### src/hw/pcm_pkg.sv
// constants, register map and timing for the power-sourcing config and monitor register bank
// Behaviour
// - two-event class code 00 off, 01/11 on
// - non-zero deferral N runs N times 10 ms period
// - timer zero forwards pending events, reloads
// - deferral field reads last written value
// - deferral zero passes events immediately
// - powered current below threshold runs disconnect timer
// - per-port two-bit disconnect code selects milliamps
// - three-bit cut fields, two ports per register
// - above cut threshold runs fault timer, shuts port
// - cut codes map to fixed nominal milliamps
// - die temperature eight-bit read-only code
// - input voltage fourteen-bit read-only code
// - input voltage refreshed about once per second
// - port 1 current at 30h and 31h
// - current step set by sense resistor
// - semi-auto arms by class enable or pushbutton
package pcm_pkg;

	// clock and timing
	localparam int CLK_HZ           = 50_000_000;
	localparam int CLK_KHZ          = CLK_HZ / 1000;
	localparam int DEFER_STEP_MS    = 10;
	localparam int DEFER_STEP_CYC   = DEFER_STEP_MS * CLK_KHZ;
	localparam int VIN_REFRESH_MS   = 1000;
	localparam int VIN_REFRESH_CYC  = VIN_REFRESH_MS * CLK_KHZ;
	localparam int DIS_TIME_MS      = 300;
	localparam int DIS_TIME_CYC     = DIS_TIME_MS * CLK_KHZ;
	localparam int CUT_TIME_MS      = 60;
	localparam int CUT_TIME_CYC     = CUT_TIME_MS * CLK_KHZ;
	localparam int CNT_W            = 26;

	// register map, command byte offsets
	localparam logic [7:0] ADDR_TWO_EVENT_CLASS = 8'h21;
	localparam logic [7:0] ADDR_INT_DEFERRAL    = 8'h27;
	localparam logic [7:0] ADDR_DISC_THRESHOLD  = 8'h29;
	localparam logic [7:0] ADDR_CUT_PORTS_1_2   = 8'h2A;
	localparam logic [7:0] ADDR_CUT_PORTS_3_4   = 8'h2B;
	localparam logic [7:0] ADDR_DIE_TEMP        = 8'h2C;
	localparam logic [7:0] ADDR_VIN_LO          = 8'h2E;
	localparam logic [7:0] ADDR_VIN_HI          = 8'h2F;
	localparam logic [7:0] ADDR_CUR1_LO         = 8'h30;
	localparam logic [7:0] ADDR_CUR1_HI         = 8'h31;
	localparam logic [7:0] REG_RESET            = 8'h00;
	localparam logic [7:0] CUT_FIELD_MASK       = 8'h77;
	localparam logic [7:0] UNMAPPED_READ        = 8'h00;

	// field layout
	localparam int DEFER_LSB  = 0;
	localparam int DEFER_W    = 4;
	localparam int CLASS_W    = 2;
	localparam int DISC_W     = 2;
	localparam int CUT_W      = 3;
	localparam int CUT_NIBBLE = 4;
	localparam int MEAS_W     = 14;
	localparam int TEMP_W     = 8;
	localparam int PORTS      = 4;
	localparam int BYTE_BITS  = 8;

	// thresholds, current step in nA for a 255 mOhm sense resistor, 250 mOhm gives 62260
	localparam int I_STEP_255_NA = 61039;
	localparam int I_STEP_250_NA = 62260;
	localparam int DISC_UA [0:3] = '{7500, 15000, 30000, 50000};
	localparam int CUT_MA  [0:7] = '{374, 110, 204, 374, 754, 592, 645, 920};

	// result scaling, for software: temperature -20 C + N * 0.7 C, voltage N * 3.662 mV
	localparam int TEMP_OFFSET_C   = -20;
	localparam int TEMP_STEP_MC    = 700;
	localparam int VIN_STEP_UV     = 3662;

	typedef enum logic [8:0] {
		ST_IDLE = 9'h001,
		ST_ADDR = 9'h002,
		ST_AACK = 9'h004,
		ST_CMD  = 9'h008,
		ST_CACK = 9'h010,
		ST_WR   = 9'h020,
		ST_WACK = 9'h040,
		ST_RD   = 9'h080,
		ST_RACK = 9'h100
	} pcm_i2c_state_t;

endpackage

### src/hw/pcm_port_timer.sv
// per-port disconnect and overcurrent-cut timers
`timescale 1ns/1ns
module pcm_port_timer #(
	parameter logic [pcm_pkg::CNT_W-1:0] DIS_CYCLES = pcm_pkg::CNT_W'(pcm_pkg::DIS_TIME_CYC),
	parameter logic [pcm_pkg::CNT_W-1:0] CUT_CYCLES = pcm_pkg::CNT_W'(pcm_pkg::CUT_TIME_CYC),
	parameter int                        I_STEP_NA  = pcm_pkg::I_STEP_255_NA
) (
	// clock and reset
	input  wire logic                           ref_clk_i,
	input  wire logic                           sys_rst_i,
	// port state
	input  wire logic                           powered_i,
	input  wire logic [pcm_pkg::MEAS_W-1:0]     current_i,
	input  wire logic [pcm_pkg::DISC_W-1:0]     disc_code_i,
	input  wire logic [pcm_pkg::CUT_W-1:0]      cut_code_i,
	// shutdown pulses
	output logic                                disconnect_o,
	output logic                                cut_fault_o
);

	logic [pcm_pkg::MEAS_W-1:0] dis_tab [0:3];
	logic [pcm_pkg::MEAS_W-1:0] cut_tab [0:7];
	logic [pcm_pkg::CNT_W-1:0]  dis_cnt_r;
	logic [pcm_pkg::CNT_W-1:0]  cut_cnt_r;
	logic                       dis_done_r;
	logic                       cut_done_r;
	logic                       below_w;
	logic                       over_w;

	// thresholds become current codes at elaboration, so no runtime divider
	for (genvar g = 0; g < 4; g++) begin : g_dis
		assign dis_tab[g] = pcm_pkg::MEAS_W'(pcm_pkg::DISC_UA[g] * 1000 / I_STEP_NA);
	end
	for (genvar g = 0; g < 8; g++) begin : g_cut
		assign cut_tab[g] = pcm_pkg::MEAS_W'(pcm_pkg::CUT_MA[g] * 1_000_000 / I_STEP_NA);
	end

	assign below_w = powered_i & (current_i < dis_tab[disc_code_i]);
	assign over_w  = powered_i & (current_i > cut_tab[cut_code_i]);

	// each timer restarts when its condition drops and fires once per episode
	always_ff @(posedge ref_clk_i or posedge sys_rst_i) begin
		if (sys_rst_i) begin
			dis_cnt_r    <= '0;
			dis_done_r   <= 1'b0;
			disconnect_o <= 1'b0;
		end else begin
			disconnect_o <= below_w & ~dis_done_r & (dis_cnt_r == '0);
			if (!below_w) begin
				dis_cnt_r  <= DIS_CYCLES - 1'b1;
				dis_done_r <= 1'b0;
			end else if (dis_cnt_r == '0) begin
				dis_done_r <= 1'b1;
			end else begin
				dis_cnt_r <= dis_cnt_r - 1'b1;
			end
		end
	end

	always_ff @(posedge ref_clk_i or posedge sys_rst_i) begin
		if (sys_rst_i) begin
			cut_cnt_r   <= '0;
			cut_done_r  <= 1'b0;
			cut_fault_o <= 1'b0;
		end else begin
			cut_fault_o <= over_w & ~cut_done_r & (cut_cnt_r == '0);
			if (!over_w) begin
				cut_cnt_r  <= CUT_CYCLES - 1'b1;
				cut_done_r <= 1'b0;
			end else if (cut_cnt_r == '0) begin
				cut_done_r <= 1'b1;
			end else begin
				cut_cnt_r <= cut_cnt_r - 1'b1;
			end
		end
	end

endmodule

### src/hw/pcm_regs.sv
// i2c register bank: classification, interrupt deferral, thresholds and measurement results
`timescale 1ns/1ns
module pcm_regs #(
	parameter logic [6:0]                DEV_ADDR    = 7'h20,
	parameter int                        IRQ_W       = 8,
	parameter logic [pcm_pkg::CNT_W-1:0] STEP_CYC    = pcm_pkg::CNT_W'(pcm_pkg::DEFER_STEP_CYC),
	parameter logic [pcm_pkg::CNT_W-1:0] REFRESH_CYC = pcm_pkg::CNT_W'(pcm_pkg::VIN_REFRESH_CYC),
	parameter logic [pcm_pkg::CNT_W-1:0] DIS_CYCLES  = pcm_pkg::CNT_W'(pcm_pkg::DIS_TIME_CYC),
	parameter logic [pcm_pkg::CNT_W-1:0] CUT_CYCLES  = pcm_pkg::CNT_W'(pcm_pkg::CUT_TIME_CYC),
	parameter int                        I_STEP_NA   = pcm_pkg::I_STEP_255_NA
) (
	// clock and reset
	input  wire logic                                          ref_clk_i,
	input  wire logic                                          sys_rst_i,
	// i2c pins, sda open drain
	input  wire logic                                          scl_i,
	input  wire logic                                          sda_i,
	output logic                                               sda_o,
	output logic                                               sda_oe_o,
	// non-critical interrupt events
	input  wire logic [IRQ_W-1:0]                              noncrit_event_i,
	output logic      [IRQ_W-1:0]                              irq_event_o,
	// measurement results from the converter
	input  wire logic                                          meas_valid_i,
	input  wire logic [pcm_pkg::TEMP_W-1:0]                    temp_code_i,
	input  wire logic [pcm_pkg::MEAS_W-1:0]                    vin_code_i,
	input  wire logic [pcm_pkg::PORTS-1:0][pcm_pkg::MEAS_W-1:0] port_current_i,
	// port control
	input  wire logic [pcm_pkg::PORTS-1:0]                     port_powered_i,
	output logic      [pcm_pkg::PORTS-1:0]                     disconnect_o,
	output logic      [pcm_pkg::PORTS-1:0]                     overcurrent_fault_o,
	// two-event classification
	input  wire logic                                          semi_auto_mode_i,
	input  wire logic [pcm_pkg::PORTS-1:0]                     classification_enable_i,
	input  wire logic [pcm_pkg::PORTS-1:0]                     power_on_pushbutton_i,
	input  wire logic [pcm_pkg::PORTS-1:0]                     class4_result_i,
	output logic      [pcm_pkg::PORTS-1:0]                     second_class_event_enable_o,
	output logic      [pcm_pkg::PORTS-1:0]                     second_class_start_o
);

	////////////////////////////////////////////////////////////////////////////////
	// pin synchronisers and bus conditions

	logic scl_s1_r;
	logic scl_s2_r;
	logic scl_d_r;
	logic sda_s1_r;
	logic sda_s2_r;
	logic sda_d_r;

	// bus idles high, so the synchronisers reset high to avoid a false start
	always_ff @(posedge ref_clk_i or posedge sys_rst_i) begin
		if (sys_rst_i) begin
			scl_s1_r <= 1'b1;
			scl_s2_r <= 1'b1;
			scl_d_r  <= 1'b1;
			sda_s1_r <= 1'b1;
			sda_s2_r <= 1'b1;
			sda_d_r  <= 1'b1;
		end else begin
			scl_s1_r <= scl_i;
			scl_s2_r <= scl_s1_r;
			scl_d_r  <= scl_s2_r;
			sda_s1_r <= sda_i;
			sda_s2_r <= sda_s1_r;
			sda_d_r  <= sda_s2_r;
		end
	end

	logic scl_rise_w;
	logic scl_fall_w;
	logic start_w;
	logic stop_w;

	assign scl_rise_w = scl_s2_r & ~scl_d_r;
	assign scl_fall_w = ~scl_s2_r & scl_d_r;
	assign start_w    = scl_s2_r & scl_d_r & sda_d_r & ~sda_s2_r;
	assign stop_w     = scl_s2_r & scl_d_r & ~sda_d_r & sda_s2_r;

	////////////////////////////////////////////////////////////////////////////////
	// i2c slave: address, command byte, then auto-incrementing data bytes

	pcm_pkg::pcm_i2c_state_t state_r;
	logic [3:0]              bits_r;
	logic [7:0]              shift_r;
	logic [7:0]              ptr_r;
	logic                    rw_r;
	logic                    ack_r;
	logic                    sda_oe_r;
	logic [7:0]              rd_byte_w;
	logic                    byte_done_w;
	logic                    rd_load_w;
	logic                    wr_stb_w;

	assign byte_done_w = scl_fall_w & (bits_r == 4'(pcm_pkg::BYTE_BITS));
	assign rd_load_w   = scl_fall_w & (((state_r == pcm_pkg::ST_AACK) & rw_r) | ((state_r == pcm_pkg::ST_RACK) & ack_r));
	assign wr_stb_w    = (state_r == pcm_pkg::ST_WR) & byte_done_w;

	always_ff @(posedge ref_clk_i or posedge sys_rst_i) begin
		if (sys_rst_i) begin
			state_r  <= pcm_pkg::ST_IDLE;
			bits_r   <= '0;
			shift_r  <= '0;
			ptr_r    <= '0;
			rw_r     <= 1'b0;
			ack_r    <= 1'b0;
			sda_oe_r <= 1'b0;
		end else if (start_w) begin
			state_r  <= pcm_pkg::ST_ADDR;
			bits_r   <= '0;
			sda_oe_r <= 1'b0;
		end else if (stop_w) begin
			state_r  <= pcm_pkg::ST_IDLE;
			sda_oe_r <= 1'b0;
		end else if (rd_load_w) begin
			state_r  <= pcm_pkg::ST_RD;
			shift_r  <= rd_byte_w;
			sda_oe_r <= ~rd_byte_w[7];
			bits_r   <= 4'h1;
			ptr_r    <= ptr_r + 8'h01;
		end else begin
			unique case (state_r)
				pcm_pkg::ST_IDLE: begin
				end
				pcm_pkg::ST_ADDR, pcm_pkg::ST_CMD, pcm_pkg::ST_WR: begin
					if (scl_rise_w) begin
						shift_r <= {shift_r[6:0], sda_s2_r};
						bits_r  <= bits_r + 4'h1;
					end else if (byte_done_w) begin
						bits_r   <= '0;
						sda_oe_r <= 1'b1;
						if (state_r == pcm_pkg::ST_ADDR) begin
							rw_r     <= shift_r[0];
							sda_oe_r <= (shift_r[7:1] == DEV_ADDR);
							state_r  <= (shift_r[7:1] == DEV_ADDR) ? pcm_pkg::ST_AACK : pcm_pkg::ST_IDLE;
						end else if (state_r == pcm_pkg::ST_CMD) begin
							ptr_r   <= shift_r;
							state_r <= pcm_pkg::ST_CACK;
						end else begin
							ptr_r   <= ptr_r + 8'h01;
							state_r <= pcm_pkg::ST_WACK;
						end
					end
				end
				pcm_pkg::ST_AACK, pcm_pkg::ST_CACK, pcm_pkg::ST_WACK: begin
					if (scl_fall_w) begin
						sda_oe_r <= 1'b0;
						state_r  <= (state_r == pcm_pkg::ST_AACK) ? pcm_pkg::ST_CMD : pcm_pkg::ST_WR;
					end
				end
				pcm_pkg::ST_RD: begin
					if (byte_done_w) begin
						sda_oe_r <= 1'b0;
						state_r  <= pcm_pkg::ST_RACK;
					end else if (scl_fall_w) begin
						sda_oe_r <= ~shift_r[6];
						shift_r  <= {shift_r[6:0], 1'b0};
						bits_r   <= bits_r + 4'h1;
					end
				end
				pcm_pkg::ST_RACK: begin
					if (scl_rise_w) begin
						ack_r <= ~sda_s2_r;
					end else if (scl_fall_w) begin
						state_r <= pcm_pkg::ST_IDLE;
					end
				end
			endcase
		end
	end

	assign sda_o    = 1'b0;
	assign sda_oe_o = sda_oe_r;

	////////////////////////////////////////////////////////////////////////////////
	// configuration registers

	logic [7:0] class_r;
	logic [7:0] defer_r;
	logic [7:0] disc_r;
	logic [7:0] cut12_r;
	logic [7:0] cut34_r;

	logic wr_class_w;
	logic wr_defer_w;
	logic wr_disc_w;
	logic wr_cut12_w;
	logic wr_cut34_w;

	assign wr_class_w = wr_stb_w & (ptr_r == pcm_pkg::ADDR_TWO_EVENT_CLASS);
	assign wr_defer_w = wr_stb_w & (ptr_r == pcm_pkg::ADDR_INT_DEFERRAL);
	assign wr_disc_w  = wr_stb_w & (ptr_r == pcm_pkg::ADDR_DISC_THRESHOLD);
	assign wr_cut12_w = wr_stb_w & (ptr_r == pcm_pkg::ADDR_CUT_PORTS_1_2);
	assign wr_cut34_w = wr_stb_w & (ptr_r == pcm_pkg::ADDR_CUT_PORTS_3_4);

	// writes anywhere else, the result registers included, fall through unused
	always_ff @(posedge ref_clk_i or posedge sys_rst_i) begin
		if (sys_rst_i) begin
			class_r <= pcm_pkg::REG_RESET;
			defer_r <= pcm_pkg::REG_RESET;
			disc_r  <= pcm_pkg::REG_RESET;
			cut12_r <= pcm_pkg::REG_RESET;
			cut34_r <= pcm_pkg::REG_RESET;
		end else begin
			if (wr_class_w) class_r <= shift_r;
			// reserved high bits are stored and read back but steer nothing
			if (wr_defer_w) defer_r <= shift_r;
			if (wr_disc_w)  disc_r  <= shift_r;
			if (wr_cut12_w) cut12_r <= shift_r & pcm_pkg::CUT_FIELD_MASK;
			if (wr_cut34_w) cut34_r <= shift_r & pcm_pkg::CUT_FIELD_MASK;
		end
	end

	////////////////////////////////////////////////////////////////////////////////
	// measurement results

	logic [pcm_pkg::TEMP_W-1:0] temp_r;
	logic [pcm_pkg::MEAS_W-1:0] vin_r;
	logic [pcm_pkg::MEAS_W-1:0] cur1_r;
	logic [pcm_pkg::CNT_W-1:0]  refresh_cnt_r;
	logic [5:0]                 hi_hold_r;
	logic                       refresh_w;

	assign refresh_w = (refresh_cnt_r == REFRESH_CYC - 1'b1);

	always_ff @(posedge ref_clk_i or posedge sys_rst_i) begin
		if (sys_rst_i) begin
			temp_r        <= '0;
			vin_r         <= '0;
			cur1_r        <= '0;
			refresh_cnt_r <= '0;
		end else begin
			refresh_cnt_r <= refresh_w ? '0 : refresh_cnt_r + 1'b1;
			if (refresh_w) vin_r <= vin_code_i;
			if (meas_valid_i) begin
				temp_r <= temp_code_i;
				cur1_r <= port_current_i[0];
			end
		end
	end

	// high byte is frozen when the low byte goes out so a pair never tears
	always_ff @(posedge ref_clk_i or posedge sys_rst_i) begin
		if (sys_rst_i) begin
			hi_hold_r <= '0;
		end else if (rd_load_w && ptr_r == pcm_pkg::ADDR_VIN_LO) begin
			hi_hold_r <= vin_r[13:8];
		end else if (rd_load_w && ptr_r == pcm_pkg::ADDR_CUR1_LO) begin
			hi_hold_r <= cur1_r[13:8];
		end
	end

	assign rd_byte_w =
		(ptr_r == pcm_pkg::ADDR_TWO_EVENT_CLASS) ? class_r :
		(ptr_r == pcm_pkg::ADDR_INT_DEFERRAL)    ? defer_r :
		(ptr_r == pcm_pkg::ADDR_DISC_THRESHOLD)  ? disc_r :
		(ptr_r == pcm_pkg::ADDR_CUT_PORTS_1_2)   ? cut12_r :
		(ptr_r == pcm_pkg::ADDR_CUT_PORTS_3_4)   ? cut34_r :
		(ptr_r == pcm_pkg::ADDR_DIE_TEMP)        ? temp_r :
		(ptr_r == pcm_pkg::ADDR_VIN_LO)          ? vin_r[7:0] :
		(ptr_r == pcm_pkg::ADDR_VIN_HI)          ? {2'b00, hi_hold_r} :
		(ptr_r == pcm_pkg::ADDR_CUR1_LO)         ? cur1_r[7:0] :
		(ptr_r == pcm_pkg::ADDR_CUR1_HI)         ? {2'b00, hi_hold_r} :
		pcm_pkg::UNMAPPED_READ;

	////////////////////////////////////////////////////////////////////////////////
	// interrupt deferral

	logic [pcm_pkg::DEFER_W-1:0] defer_n_w;
	logic [pcm_pkg::CNT_W-1:0]   pre_cnt_r;
	logic [pcm_pkg::DEFER_W-1:0] step_cnt_r;
	logic [IRQ_W-1:0]            pending_r;
	logic                        tick_w;
	logic                        fire_w;
	logic                        bypass_w;

	assign defer_n_w = defer_r[pcm_pkg::DEFER_LSB +: pcm_pkg::DEFER_W];
	assign bypass_w  = (defer_n_w == '0);
	assign tick_w    = (pre_cnt_r == STEP_CYC - 1'b1);
	assign fire_w    = ~bypass_w & tick_w & (step_cnt_r == '0);

	// a write restarts the period so a new value takes effect from the write
	always_ff @(posedge ref_clk_i or posedge sys_rst_i) begin
		if (sys_rst_i) begin
			pre_cnt_r  <= '0;
			step_cnt_r <= '0;
		end else if (wr_defer_w || bypass_w) begin
			pre_cnt_r  <= '0;
			step_cnt_r <= shift_r[pcm_pkg::DEFER_LSB +: pcm_pkg::DEFER_W] - 1'b1;
		end else if (tick_w) begin
			pre_cnt_r  <= '0;
			step_cnt_r <= (step_cnt_r == '0) ? defer_n_w - 1'b1 : step_cnt_r - 1'b1;
		end else begin
			pre_cnt_r <= pre_cnt_r + 1'b1;
		end
	end

	// events landing on the forwarding cycle go out with it, none is dropped
	always_ff @(posedge ref_clk_i or posedge sys_rst_i) begin
		if (sys_rst_i) begin
			pending_r   <= '0;
			irq_event_o <= '0;
		end else if (bypass_w || fire_w) begin
			pending_r   <= '0;
			irq_event_o <= pending_r | noncrit_event_i;
		end else begin
			pending_r   <= pending_r | noncrit_event_i;
			irq_event_o <= '0;
		end
	end

	////////////////////////////////////////////////////////////////////////////////
	// two-event classification and per-port timers

	logic [pcm_pkg::PORTS-1:0] pwon_arm_r;
	logic [pcm_pkg::PORTS-1:0] class_start_r;

	for (genvar p = 0; p < pcm_pkg::PORTS; p++) begin : g_port
		// codes 01 and 11 share bit 0 set; reserved 10 behaves as off
		assign second_class_event_enable_o[p] = class_r[p*pcm_pkg::CLASS_W];

		always_ff @(posedge ref_clk_i or posedge sys_rst_i) begin
			if (sys_rst_i) begin
				pwon_arm_r[p]    <= 1'b0;
				class_start_r[p] <= 1'b0;
			end else begin
				pwon_arm_r[p]    <= (pwon_arm_r[p] & ~class4_result_i[p]) | power_on_pushbutton_i[p];
				class_start_r[p] <= class4_result_i[p] & second_class_event_enable_o[p] &
					(~semi_auto_mode_i | classification_enable_i[p] | pwon_arm_r[p]);
			end
		end

		pcm_port_timer #(
			.DIS_CYCLES (DIS_CYCLES),
			.CUT_CYCLES (CUT_CYCLES),
			.I_STEP_NA  (I_STEP_NA)
		) u_timer (
			.ref_clk_i    (ref_clk_i),
			.sys_rst_i    (sys_rst_i),
			.powered_i    (port_powered_i[p]),
			.current_i    (port_current_i[p]),
			.disc_code_i  (disc_r[p*pcm_pkg::DISC_W +: pcm_pkg::DISC_W]),
			.cut_code_i   ((p < 2) ? cut12_r[(p % 2)*pcm_pkg::CUT_NIBBLE +: pcm_pkg::CUT_W]
			                       : cut34_r[(p % 2)*pcm_pkg::CUT_NIBBLE +: pcm_pkg::CUT_W]),
			.disconnect_o (disconnect_o[p]),
			.cut_fault_o  (overcurrent_fault_o[p])
		);
	end

	assign second_class_start_o = class_start_r;

endmodule

### config.mk
export PLATFORM = sky130hd
export DESIGN_NAME = pcm_regs
export DESIGN_NICKNAME = d
export VERILOG_FILES = /design/src/hw/pcm_pkg.sv /design/src/hw/pcm_port_timer.sv /design/src/hw/pcm_regs.sv
export SDC_FILE = /design/constraint.sdc
export NUM_CORES = 1
export LEC_CHECK = 0
export ABC_CLOCK_PERIOD_IN_PS = 22100
export BUFFER_PORTS_ARGS = -buffer_cell sky130_fd_sc_hd__buf_4
export CAP_MARGIN = 40
export CORE_MARGIN = 2
export CORE_UTILIZATION = 45
export CTS_CLUSTER_DIAMETER = 100
export DETAILED_ROUTE_END_ITERATION = 10
export SYNTH_ARGS = -nofsm -noshare
export SYNTH_HDL_FRONTEND = slang
export SYNTH_SLANG_ARGS = --single-unit
### constraint.sdc
create_clock -name ref_clk_i -period 22.1 [get_ports ref_clk_i]
set_input_delay 3.315 -clock ref_clk_i [delete_from_list [all_inputs] [get_ports ref_clk_i]]
set_output_delay 3.315 -clock ref_clk_i [all_outputs]
set_load 0.02 [all_outputs]
-- Yosys cells after proc, flatten, opt, wreduce, memory -nomap -nowiden
Memory sizes are Yosys's and may differ from the RTL's.
Cells that the tools add are included.
- output and inout bits: 26
- memories kept: 4
- input port bits: 108
- logic and storage cells: 395
- bits in registers: 420
- memory bits (read-only): 448
- memory list (memory ; depth ; bits a word ; rd ports ; clocked after memory_dff ; write ports ; line ; source):
    (no name shown) ; 8 ; 14 ; 1 ; 0 ; 0 ; pcm_port_timer.sv:39 ; assign over_w = powered_i & (current_i > cut_tab[cut_code_i]);
    (no name shown) ; 8 ; 14 ; 1 ; 0 ; 0 ; pcm_port_timer.sv:39 ;
    (no name shown) ; 8 ; 14 ; 1 ; 0 ; 0 ; pcm_port_timer.sv:39 ;
    (no name shown) ; 8 ; 14 ; 1 ; 0 ; 0 ; pcm_port_timer.sv:39 ;
- muxes and demuxes: 115
- equal/unequal tests: 54
- order comparisons: 16
- reduce and logical (&&, ||, !) cells: 31
- bitwise operators: 101
- add/subtract/negate cells: 15
- operator list (operator ; count):
    26-bit two-way mux ; 19
    14-bit two-way mux ; 16
    26-bit zero test ; 8
    26-bit by 1-bit subtractor with 26-bit output (second input constant) ; 8
    8-bit two-way mux ; 21
    14-bit binary-select mux with 2-bit select ; 4
    9-bit two-way mux ; 9
    8-bit by 6-bit == test with 1-bit output (second input constant) ; 10
    14-bit > comparator ; 4
    14-bit < comparator ; 4
    1-bit AND ; 55
    26-bit by 1-bit adder with 26-bit output (second input constant) ; 2
    4-bit two-way mux ; 10
    2-bit != test (second input constant) ; 18
    9-bit case mux with 4 select lines ; 1
    5-bit != test (second input constant) ; 7
    26-bit by 19-bit == test with 1-bit output (second input constant) ; 1
    26-bit == test (second input constant) ; 1
    1-bit two-way mux ; 25
    6-bit two-way mux ; 4
    1-bit inverter ; 24
    4-bit >= comparator (second input constant) ; 4
    3-bit inverter with 4-bit output ; 4
    8-bit case mux with 2 select lines ; 1
    37 further kinds ; 72

-- Logic depth before layout (Yosys ltp)
Gate-level depths: netlist (run 1).
- word-level depth: 15
- mapped depth: 14
- depth with buffers taken out: 12

-- Cells and area by module
A second synthesis (run 1) with hierarchy kept.
- cells, all modules: 2549
- area total of the unflattened synthesis: 24430.9 µm²
- modules (own cells, without submodules) (module ; cells an instance ; instances ; area each (µm²) ; seq. area each (µm²)):
    pcm_port_timer at g_port[1].u_timer ... ; 410 ; 3 ; 3736.1 ; 1401.3
    pcm_regs ; 924 ; 1 ; 9576.7 ; 4913.5
    pcm_port_timer at g_port[0].u_timer ; 395 ; 1 ; 3646.0 ; 1401.3

-- Worst setup path after synthesis (run 1)
Ideal clock, no wire load.
- path kind: input-to-reg
- start: in port_current_i[17] (netlist name)
- end: reg g_port[1].u_timer.cut_cnt_r[11] (netlist name)
- path slack: 16.740 ns
- required time: 21.968 ns
- cell stages on the path: 9
- data arrival time: 5.228 ns
- cell sequence: ha_1 -> a211oi_1 -> nor2b_1 -> o31a_1 -> o21ai_0 -> a21oi_1 -> o311ai_0 -> clkbuf_1 -> nor2_1
- word-level cells in the longest chain between the ends: 3
- elaborated cells between the ends (all ways): 4
- RTL lines (item ; line ; source):
    from (decl) ; pcm_regs.sv:27 ; input wire logic [pcm_pkg::PORTS-1:0][pcm_pkg::MEAS_W-1:0] port_current_i,
    14-bit > comparator (*) ; pcm_port_timer.sv:39 ;
    1-bit AND (*) ; pcm_port_timer.sv:39 ;
    2-bit != test (no line) / 26-bit two-way mux (equally long branches) ; -- ;
    to (signal assigned) ; pcm_port_timer.sv:68 ; cut_cnt_r <= CUT_CYCLES - 1'b1;
    to (signal assigned) ; pcm_port_timer.sv:73 ; cut_cnt_r <= cut_cnt_r - 1'b1;
    to (decl) ; pcm_port_timer.sv:24 ; logic [pcm_pkg::CNT_W-1:0] cut_cnt_r;
Mark *: on every way between the ends. The rest lies on a longest branch, timed or not.
A chain may end at the register's enable or synchronous reset.

-- Worst setup path after layout (run 1)
- start: in port_current_i[27] (netlist name)
- end: reg g_port[1].u_timer.dis_done_r
- word-level cells in the longest chain between the ends: 3
- elaborated cells between the ends (all ways): 4
- RTL lines (item ; line ; source):
    14-bit < comparator (*) ; pcm_port_timer.sv:38 ; assign below_w = powered_i & (current_i < dis_tab[disc_code_i]);
    1-bit AND (*) ; pcm_port_timer.sv:38 ;
    2-bit != test (no line) / 1-bit two-way mux (equally long branches) ; -- ;
    to (signal assigned) ; pcm_port_timer.sv:45 ; dis_done_r <= 1'b0;
    to (signal assigned) ; pcm_port_timer.sv:51 ; dis_done_r <= 1'b0;
    to (signal assigned) ; pcm_port_timer.sv:53 ; dis_done_r <= 1'b1;
    to (decl) ; pcm_port_timer.sv:25 ; logic dis_done_r;
Marked as above.

==> results of run 1 <==
cell type report:
type / instances / area (um2) / area share, %
Clock buffer: 73 / 1470 / 5.53
Clock inverter: 12 / 143 / 0.538
Inverter: 93 / 357 / 1.35
Multi-Input combinational cell: 1808 / 11900 / 45.0
Sequential cell: 420 / 10500 / 39.7
Tap cell: 680 / 851 / 3.21
Timing Repair Buffer: 152 / 1230 / 4.63
power by group through the flow:
stage	clock network, mW	registers (mW)	logic, mW
after detailed placement	0	0.846	0.162
final	0.808	0.834	0.162
after global routing	0.865	0.836	0.182
after CTS	0.832	0.832	0.163
after global placement	0	0.845	0.155
after floorplan	0	0.819	0.119
per-layer routing:
metal | global-route usage, % | up-vias
met5 | 0 | -
met4 | 5.69 | 0
met3 | 3.38 | 87
met2 | 35.1 | 325
met1 | 28.8 | 8770
li1 | - | 8743
per-stage QoR:
| step | power [mW] | instance area, um2 | hold WS (ns) | util [%] |
|---|---|---|---|---|
| finish | 1.80 | 26500 | 0.354 | 51.8 |
| detailed placement | 1.01 | 24900 | 0.347 | 48.6 |
| CTS | 1.83 | 26500 | 0.354 | 51.7 |
| floorplan | 0.939 | 23200 | 0.345 | - |
| global placement | 1.00 | 24700 | 0.347 | 48.3 |
| global route | 1.88 | 26500 | 0.358 | 51.8 |
worst register-to-register path, cell delays in order (launching register included):
cell and delay [ns]:
sky130_fd_sc_hd__dfrtp_1 0.53, sky130_fd_sc_hd__or4_1 0.67, sky130_fd_sc_hd__nor2_1 0.26, sky130_fd_sc_hd__nand2_1 0.49
sky130_fd_sc_hd__nand2_1 0.43, sky130_fd_sc_hd__o311ai_1 0.30, sky130_fd_sc_hd__buf_4 0.26, sky130_fd_sc_hd__o41ai_1 0.35
how the worst min path moves through the flow:
stage | cells after the start | slack [ns] | from | to
5_1_grt | 0 | 0.36 | scl_s1_r | scl_s2_r
2_1_floorplan | 0 | 0.35 | scl_s1_r | scl_s2_r
4_1_cts | 0 | 0.35 | sda_s1_r | sda_s2_r
3_3_place_gp | 0 | 0.35 | sda_s1_r | sda_s2_r
6_report | 0 | 0.35 | sda_s1_r | sda_s2_r
3_5_place_dp | 0 | 0.35 | scl_s1_r | scl_s2_r
cell usage after synthesis (7+ instances only):
| cell | instances |
|---|---|
| sky130_fd_sc_hd__mux2i_1 | 21 |
| sky130_fd_sc_hd__buf_2 | 7 |
| sky130_fd_sc_hd__nor2_1 | 256 |
| sky130_fd_sc_hd__xor2_1 | 94 |
| sky130_fd_sc_hd__and4_1 | 7 |
| sky130_fd_sc_hd__ha_1 | 125 |
| sky130_fd_sc_hd__or3_1 | 47 |
| sky130_fd_sc_hd__nand2_1 | 244 |
| sky130_fd_sc_hd__a21oi_1 | 82 |
| sky130_fd_sc_hd__nand4_1 | 34 |
| sky130_fd_sc_hd__nand3_1 | 75 |
| sky130_fd_sc_hd__o21a_1 | 19 |
| sky130_fd_sc_hd__nand2b_1 | 29 |
| sky130_fd_sc_hd__a211oi_1 | 9 |
| sky130_fd_sc_hd__o31ai_1 | 13 |
| sky130_fd_sc_hd__o22ai_1 | 11 |
| sky130_fd_sc_hd__o21ai_0 | 80 |
| sky130_fd_sc_hd__nand4b_1 | 10 |
| sky130_fd_sc_hd__or4_1 | 30 |
| sky130_fd_sc_hd__nor4_1 | 57 |
| sky130_fd_sc_hd__and3_1 | 20 |
| sky130_fd_sc_hd__dfrtp_1 | 413 |
| sky130_fd_sc_hd__inv_1 | 93 |
| sky130_fd_sc_hd__a22oi_1 | 14 |
| sky130_fd_sc_hd__nand3b_1 | 21 |
| sky130_fd_sc_hd__a31oi_1 | 18 |
| sky130_fd_sc_hd__o211ai_1 | 14 |
| sky130_fd_sc_hd__nor4b_1 | 10 |
| sky130_fd_sc_hd__dfstp_2 | 7 |
| sky130_fd_sc_hd__buf_4 | 13 |
| sky130_fd_sc_hd__xnor2_1 | 119 |
| sky130_fd_sc_hd__a21o_1 | 22 |
| sky130_fd_sc_hd__nor3_1 | 113 |
| sky130_fd_sc_hd__nor2b_1 | 26 |
| sky130_fd_sc_hd__and2_1 | 7 |
| sky130_fd_sc_hd__clkbuf_1 | 72 |
| sky130_fd_sc_hd__or2_2 | 9 |
| sky130_fd_sc_hd__nor3b_1 | 13 |
| sky130_fd_sc_hd__mux2_2 | 72 |
logic make-up (layout without fill, tap and decap cells):
group | count (synthesis) | count (layout) | synth area share [%]
AO/OA/AOI/OAI | 346 | 346 | 9.67
XOR/XNOR | 213 | 213 | 8.04
adder cells (fa/ha/maj) | 126 | 126 | 6.78
buffers and inverters | 190 | 330 | 3.35
flip-flops | 420 | 420 | 45.3
multiplexers | 93 | 93 | 4.40
other | 1 | 1 | 0.0162
AND/OR/NAND/NOR | 1029 | 1029 | 22.4
state kept, by name, indices dropped and copies added, names as in the netlist, 6 cells and up:
register and count:
refresh_cnt_r 26, irq_event_o 8, disc_r 8, cur1_r 14, cut34_r 6, cut12_r 6, state_r 9, vin_r 14
shift_r 8, class_r 8, temp_r 8, pending_r 8, ptr_r 8, pre_cnt_r 26, g_port.u_timer.dis_cnt_r 104, hi_hold_r 6
defer_r 8, g_port.u_timer.cut_cnt_r 104
==> impl_metrics.csv, run 1 <==
group,metric,value,unit
route,detail_route.iter0.violations,1231,
timing,timing.slew.headroom,38.2,%
route,drt_pass1_iterations,5,
critical_path,worst-path-buf-inv,1,
layout,final_net_count,2755,
yosys,postSynthRegisterBits,420,
critical_path,crit-reg2reg-capture,"state_r[6]",
route,met1_length,25.8,mm
grt,grt_pass1_wl,92.8,mm
power_and_ir_drop,share_comb_of_total_power,9.0,%
placed_design,dp.final_hpwl,40.0,mm
placed_design,placement.io_buffers,132,
clock_tree,tritoncts.num_buffers,47,
clock_tree,post_cts.resized_instances,0,
grt,first_global_vias,18100,
route,vias_per_cell,5.54,
timing,final_period_minus_worst_setup_slack,5.08,ns
placed_design,detailedPlace.worstSlack,16.35,ns
grt,grt_antenna_before_repair,0,
critical_path,crit_path_top_delay_cell,"sky130_fd_sc_hd__nand3b_1",
floorplan,die_area,53400,um2
critical_path,path_delay_family,"simple AND/OR/NAND/NOR gates",
run,max-cap-violations,0,
timing,setup_repair_after_global_routing_missed_its_margin,"no",
grt,grt-ovfl-total,0,
layout,most-common-layout-cells,"413 x sky130_fd_sc_hd__dfrtp_1, 256 x sky130_fd_sc_hd__nor2_1, 244 x sky130_fd_sc_hd__nand2_1",
clock_tree,tritoncts_clock_tree,"done",
critical_path,critical_path.cell_chain,"buf_4 > nor4_1 > nand3b_1 > nor4_1 > or3_1 > a21boi_0",
route,drcViolationCount,0,
clock_tree,clock_tree.htree_level_count,2,
placed_design,routabilityCongestion,0.862,
floorplan,die_height,231,um
critical_path,critPathRequiredTime,22.60,ns
yosys,yosysTopAreaCellShare,44.5,%
critical_path,critical_path_depth,6,
timing,finalHoldViolations,0,
worst_hold_path,min-delay-path-class,"reg -> reg",
critical_path,worst-r2r-cell-count,7,
critical_path,timing.critical_path.from_type,"input pin",
critical_path,end_kind,"register",
route,wl_met2,26.1,mm
critical_path,setup.worst_path.start,"port_current_i[27]",
layout,n_antenna_cell,0,
power_and_ir_drop,total_leakage_power,10.8,nW
yosys,seq_area_frac_synth,45.3,%
layout,final_common_cell,"sky130_fd_sc_hd__dfrtp_1",
route,top_layer_used,"met4",
critical_path,ff2ff_setup_slack,18.68,ns
yosys,syn-cell-area,23200,um2
layout,stdcell_count,3238,
yosys,synth_async_sr_flop_share,100,%
timing,final_min_period_over_clock_period,23.0,%
yosys,synth-edff-count,0,
yosys,synthTopCellsByArea,"sky130_fd_sc_hd__dfrtp_1 45%, sky130_fd_sc_hd__ha_1 6.7%, sky130_fd_sc_hd__xnor2_1 4.5%",
critical_path,timing.critical_path.fanout_max,16,
placed_design,placed_cells_incl_taps,3152,
yosys,yosys_most_used_dff,"sky130_fd_sc_hd__dfrtp_1",
yosys,synthesis_warnings,0,
floorplan,top_level_i_o_count,134,
power_and_ir_drop,switching_share,25.1,%
critical_path,critical_path.endpoint,"g_port[1].u_timer.dis_done_r",
clock_tree,register_clock_pin_slew_on_the_reported_worst_setup_and_hold_paths,0.06,ns
clock_tree,hold_buffers,0,
clock_tree,insertion_delay,0.59,ns
power_and_ir_drop,seq_power_share,46.2,%
route,totalWireLength,55.7,mm
critical_path,worst_ep_arrival_time,5.57,ns
floorplan,floorplan.rows,83,
power_and_ir_drop,clockPowerShare,44.8,%
clock_tree,cts-root-buf,"sky130_fd_sc_hd__clkbuf_16",
power_and_ir_drop,peakVddDrop,56.1,uV
yosys,yosys.cell_types.count,81,
layout,fillerInstances,4629,
yosys,yosys.area.top_type,"sky130_fd_sc_hd__dfrtp_1",
power_and_ir_drop,power_density,68.1,nW/um2
layout,area.growth.synth_to_final,14.2,%
critical_path,timing.setup.critical_path_class,"in -> reg",
timing,timing.setup.tns,0,ns
route,route.detailed.wl_per_inst,17.2,um
timing,fmax,0.197,GHz
power_and_ir_drop,power_switching,453,uW
clock_tree,worst_case_clock_buffer_depth,3,
floorplan,die_w,231,um
timing,worst_pin_slew,0.919,ns
timing,setup_slack,17.02,ns
route,met3_length,2.39,mm
floorplan,start_util,45.3,%
grt,grt.total_usage,21.2,%
route,via_total_after_detailed_routing,17900,
power_and_ir_drop,power.internal,1.35,mW
route,postRouteAntennaNets,0,
run_status,status,"finished clean",
clock_tree,cts_post_setup_buffers_inserted,0,
grt,pin_count_of_the_biggest_net_entering_global_routing,124,
yosys,synthCells,2418,
clock_tree,clkSinkCount,420,
yosys,post_synthesis_average_cell_area,9.60,um2
critical_path,launching_point_of_the_worst_reg2reg_path,"state_r[4]",
critical_path,crit_top_cell,"sky130_fd_sc_hd__nor4_1",
yosys,synthesis.nets,2651,
timing,maxSlewViolCount,0,
timing,clock_skew,0.0135,ns
floorplan,design.core.area,51200,um2
timing,report.final.setup_viol,0,
critical_path,delay_of_the_slowest_cell_on_the_worst_path,0.56,ns
layout,drive_gt1_share,13.3,%
(Power assumes the default switching activity.)
==> run 2, diff against run 1 <==
--- a/config.mk
+++ b/config.mk
@@ -5,7 +5,7 @@
 export SDC_FILE = /design/constraint.sdc
 export NUM_CORES = 1
 export LEC_CHECK = 0
-export ABC_CLOCK_PERIOD_IN_PS = 22100
+export ABC_CLOCK_PERIOD_IN_PS = 4800
 export BUFFER_PORTS_ARGS = -buffer_cell sky130_fd_sc_hd__buf_4
 export CAP_MARGIN = 40
 export CORE_MARGIN = 2
==> constraint.sdc (replaced) <==
create_clock -name ref_clk_i -period 4.8 [get_ports ref_clk_i]
set_input_delay 0.72 -clock ref_clk_i [delete_from_list [all_inputs] [get_ports ref_clk_i]]
set_output_delay 0.72 -clock ref_clk_i [all_outputs]
set_load 0.02 [all_outputs]
==> run 2 against run 1 <==
Register-to-register slack got worse by 17 ns. Largest cell class unchanged. Critical path type is now reg -> reg. Cell area decreased by 0.11%. Sequential share of layout area about the same.
==> impl_metrics.csv, run 2 (synthesis results as in run 1) <==
group,metric,value,unit
layout,most-common-layout-cells,"413 x sky130_fd_sc_hd__dfrtp_1, 256 x sky130_fd_sc_hd__nor2_1, 244 x sky130_fd_sc_hd__nand2_1",
layout,area_of_combinational_cells_with_multiple_inputs,11900,um2
grt,first_global_vias,17800,
clock_tree,clkSinkCount,420,
timing,final_period_minus_worst_setup_slack,3.20,ns
layout,seq_area,10500,um2
layout,final_net_count,2754,
critical_path,timing.critical_path.fanout_max,15,
timing,fmax,0.312,GHz
critical_path,worst_ep_arrival_time,3.63,ns
timing,final_min_period_over_clock_period,66.7,%
run_status,status,"finished clean",
floorplan,design.core.area,51200,um2
floorplan,start_util,45.3,%
power_and_ir_drop,total_leakage_power,10.8,nW
floorplan,die_height,231,um
floorplan,die_area,53400,um2
route,drt_pass1_iterations,5,
placed_design,dp.final_hpwl,39.5,mm
clock_tree,post_cts.resized_instances,0,
placed_design,placement.io_buffers,132,
clock_tree,clock_tree.htree_level_count,2,
layout,area.growth.synth_to_final,14.0,%
critical_path,end_kind,"register",
layout,fillerInstances,4648,
timing,worst_pin_slew,1.10,ns
floorplan,die_w,231,um
floorplan,top_level_i_o_count,134,
route,route.detailed.wl_per_inst,17.0,um
clock_tree,cts_post_setup_buffers_inserted,0,
worst_hold_path,min-delay-path-class,"in -> async",
grt,grt.total_usage,20.9,%
critical_path,timing.setup.critical_path_class,"reg -> reg",
clock_tree,worst_case_clock_buffer_depth,3,
timing,setup_slack,1.60,ns
clock_tree,insertion_delay,0.59,ns
clock_tree,register_clock_pin_slew_on_the_reported_worst_setup_and_hold_paths,0.05,ns
route,totalWireLength,55.0,mm
grt,grt_antenna_before_repair,1,
grt,grt-ovfl-total,0,
power_and_ir_drop,power_density,318,nW/um2
timing,setup_repair_after_global_routing_missed_its_margin,"no",
route,via_total_after_detailed_routing,17900,
route,drcViolationCount,0,
critical_path,critPathRequiredTime,5.23,ns
layout,drive_gt1_share,13.2,%
floorplan,floorplan.rows,83,
clock_tree,cts-root-buf,"sky130_fd_sc_hd__clkbuf_16",
layout,final_common_cell,"sky130_fd_sc_hd__dfrtp_1",
route,postRouteAntennaNets,0,
timing,hold_slack,0.170,ns
grt,pin_count_of_the_biggest_net_entering_global_routing,176,
route,detail_route.iter0.violations,999,
layout,largest_registers,"g_port.u_timer.cut_cnt_r: 104 flops, g_port.u_timer.dis_cnt_r: 104 flops",
timing,timing.slew.headroom,26.5,%
grt,grt_pass1_wl,92.1,mm
placed_design,routabilityCongestion,0.881,
clock_tree,tritoncts.num_buffers,49,
critical_path,timing.critical_path.from_type,"register",
route,vias_per_cell,5.54,
timing,clock_skew,0.0252,ns
placed_design,detailedPlace.worstSlack,1.57,ns
clock_tree,hold_buffers,0,
clock_tree,tritoncts_clock_tree,"done",
run,max-cap-violations,0,
timing,maxSlewViolCount,0,
power_and_ir_drop,peakVddDrop,227,uV
timing,report.final.setup_viol,0,
timing,finalHoldViolations,0,
run 2: per-stage QoR:
| stage | setup TNS (ns) | util (%) | power (mW) | instance area (um2) | std cells |
|---|---|---|---|---|---|
| 4_1_cts | 0 | 51.7 | 8.51 | 26500 | 3234 |
| 2_1_floorplan | -652.58 | - | 4.32 | 23200 | 2418 |
| 5_1_grt | 0 | 51.7 | 8.75 | 26500 | 3235 |
| 6_report | 0 | 51.7 | 8.41 | 26500 | 3235 |
| 3_5_place_dp | 0 | 48.5 | 4.64 | 24800 | 3150 |
| 3_3_place_gp | 0 | 48.4 | 4.62 | 24800 | 3147 |
run 2: worst max-delay path: stages (launching register included):
cell and delay, ns:
sky130_fd_sc_hd__dfrtp_1 0.48, sky130_fd_sc_hd__inv_1 0.08, sky130_fd_sc_hd__ha_1 0.43, sky130_fd_sc_hd__mux2i_1 0.15, sky130_fd_sc_hd__ha_1 0.34, sky130_fd_sc_hd__and4b_1 0.23, sky130_fd_sc_hd__o211ai_1 0.09, sky130_fd_sc_hd__a21boi_0 0.17
sky130_fd_sc_hd__o21ai_0 0.10, sky130_fd_sc_hd__a211oi_1 0.34, sky130_fd_sc_hd__o21a_1 0.52, sky130_fd_sc_hd__nand2_1 0.12
run 2: path summary, 6_finish.rpt:
check / endpoint / from / slack [ns] / cells after the start
worst max register to register: g_port[3].u_timer.cut_cnt_r[4] / cut34_r[4] / 1.60 / 11
worst max-delay path: g_port[3].u_timer.cut_cnt_r[4] / cut34_r[4] / 1.60 / 11
min in group ref_clk_i: scl_s1_r / scl_i / 0.24 / 1
worst min register to register: scl_s2_r / scl_s1_r / 0.36 / 0
max in group asynchronous: vin_r[2] / sys_rst_i / 3.30 / 3
worst min-delay path: g_port[2].u_timer.cut_cnt_r[17] / sys_rst_i / 0.17 / 2
run 2: layout make-up:
cell class	instances	share of cell area, %
Sequential cell	420	39.7
Antenna cell	1	0.00945
Timing Repair Buffer	149	4.40
Clock inverter	19	0.983
Tap cell	680	3.21
Clock buffer	65	5.24
Multi-Input combinational cell	1808	45.1
Inverter	93	1.33
run 2: power by group:
part | switching [mW] | internal (mW)
Sequential | 0.185 | 3.65
Clock | 1.49 | 2.34
Combinational | 0.435 | 0.309
run 2: routing by layer:
metal	track usage, %	wire length, um
met5	0	0
met4	6.83	1550
met3	3.37	2860
met2	33.7	25100
met1	28.8	25500
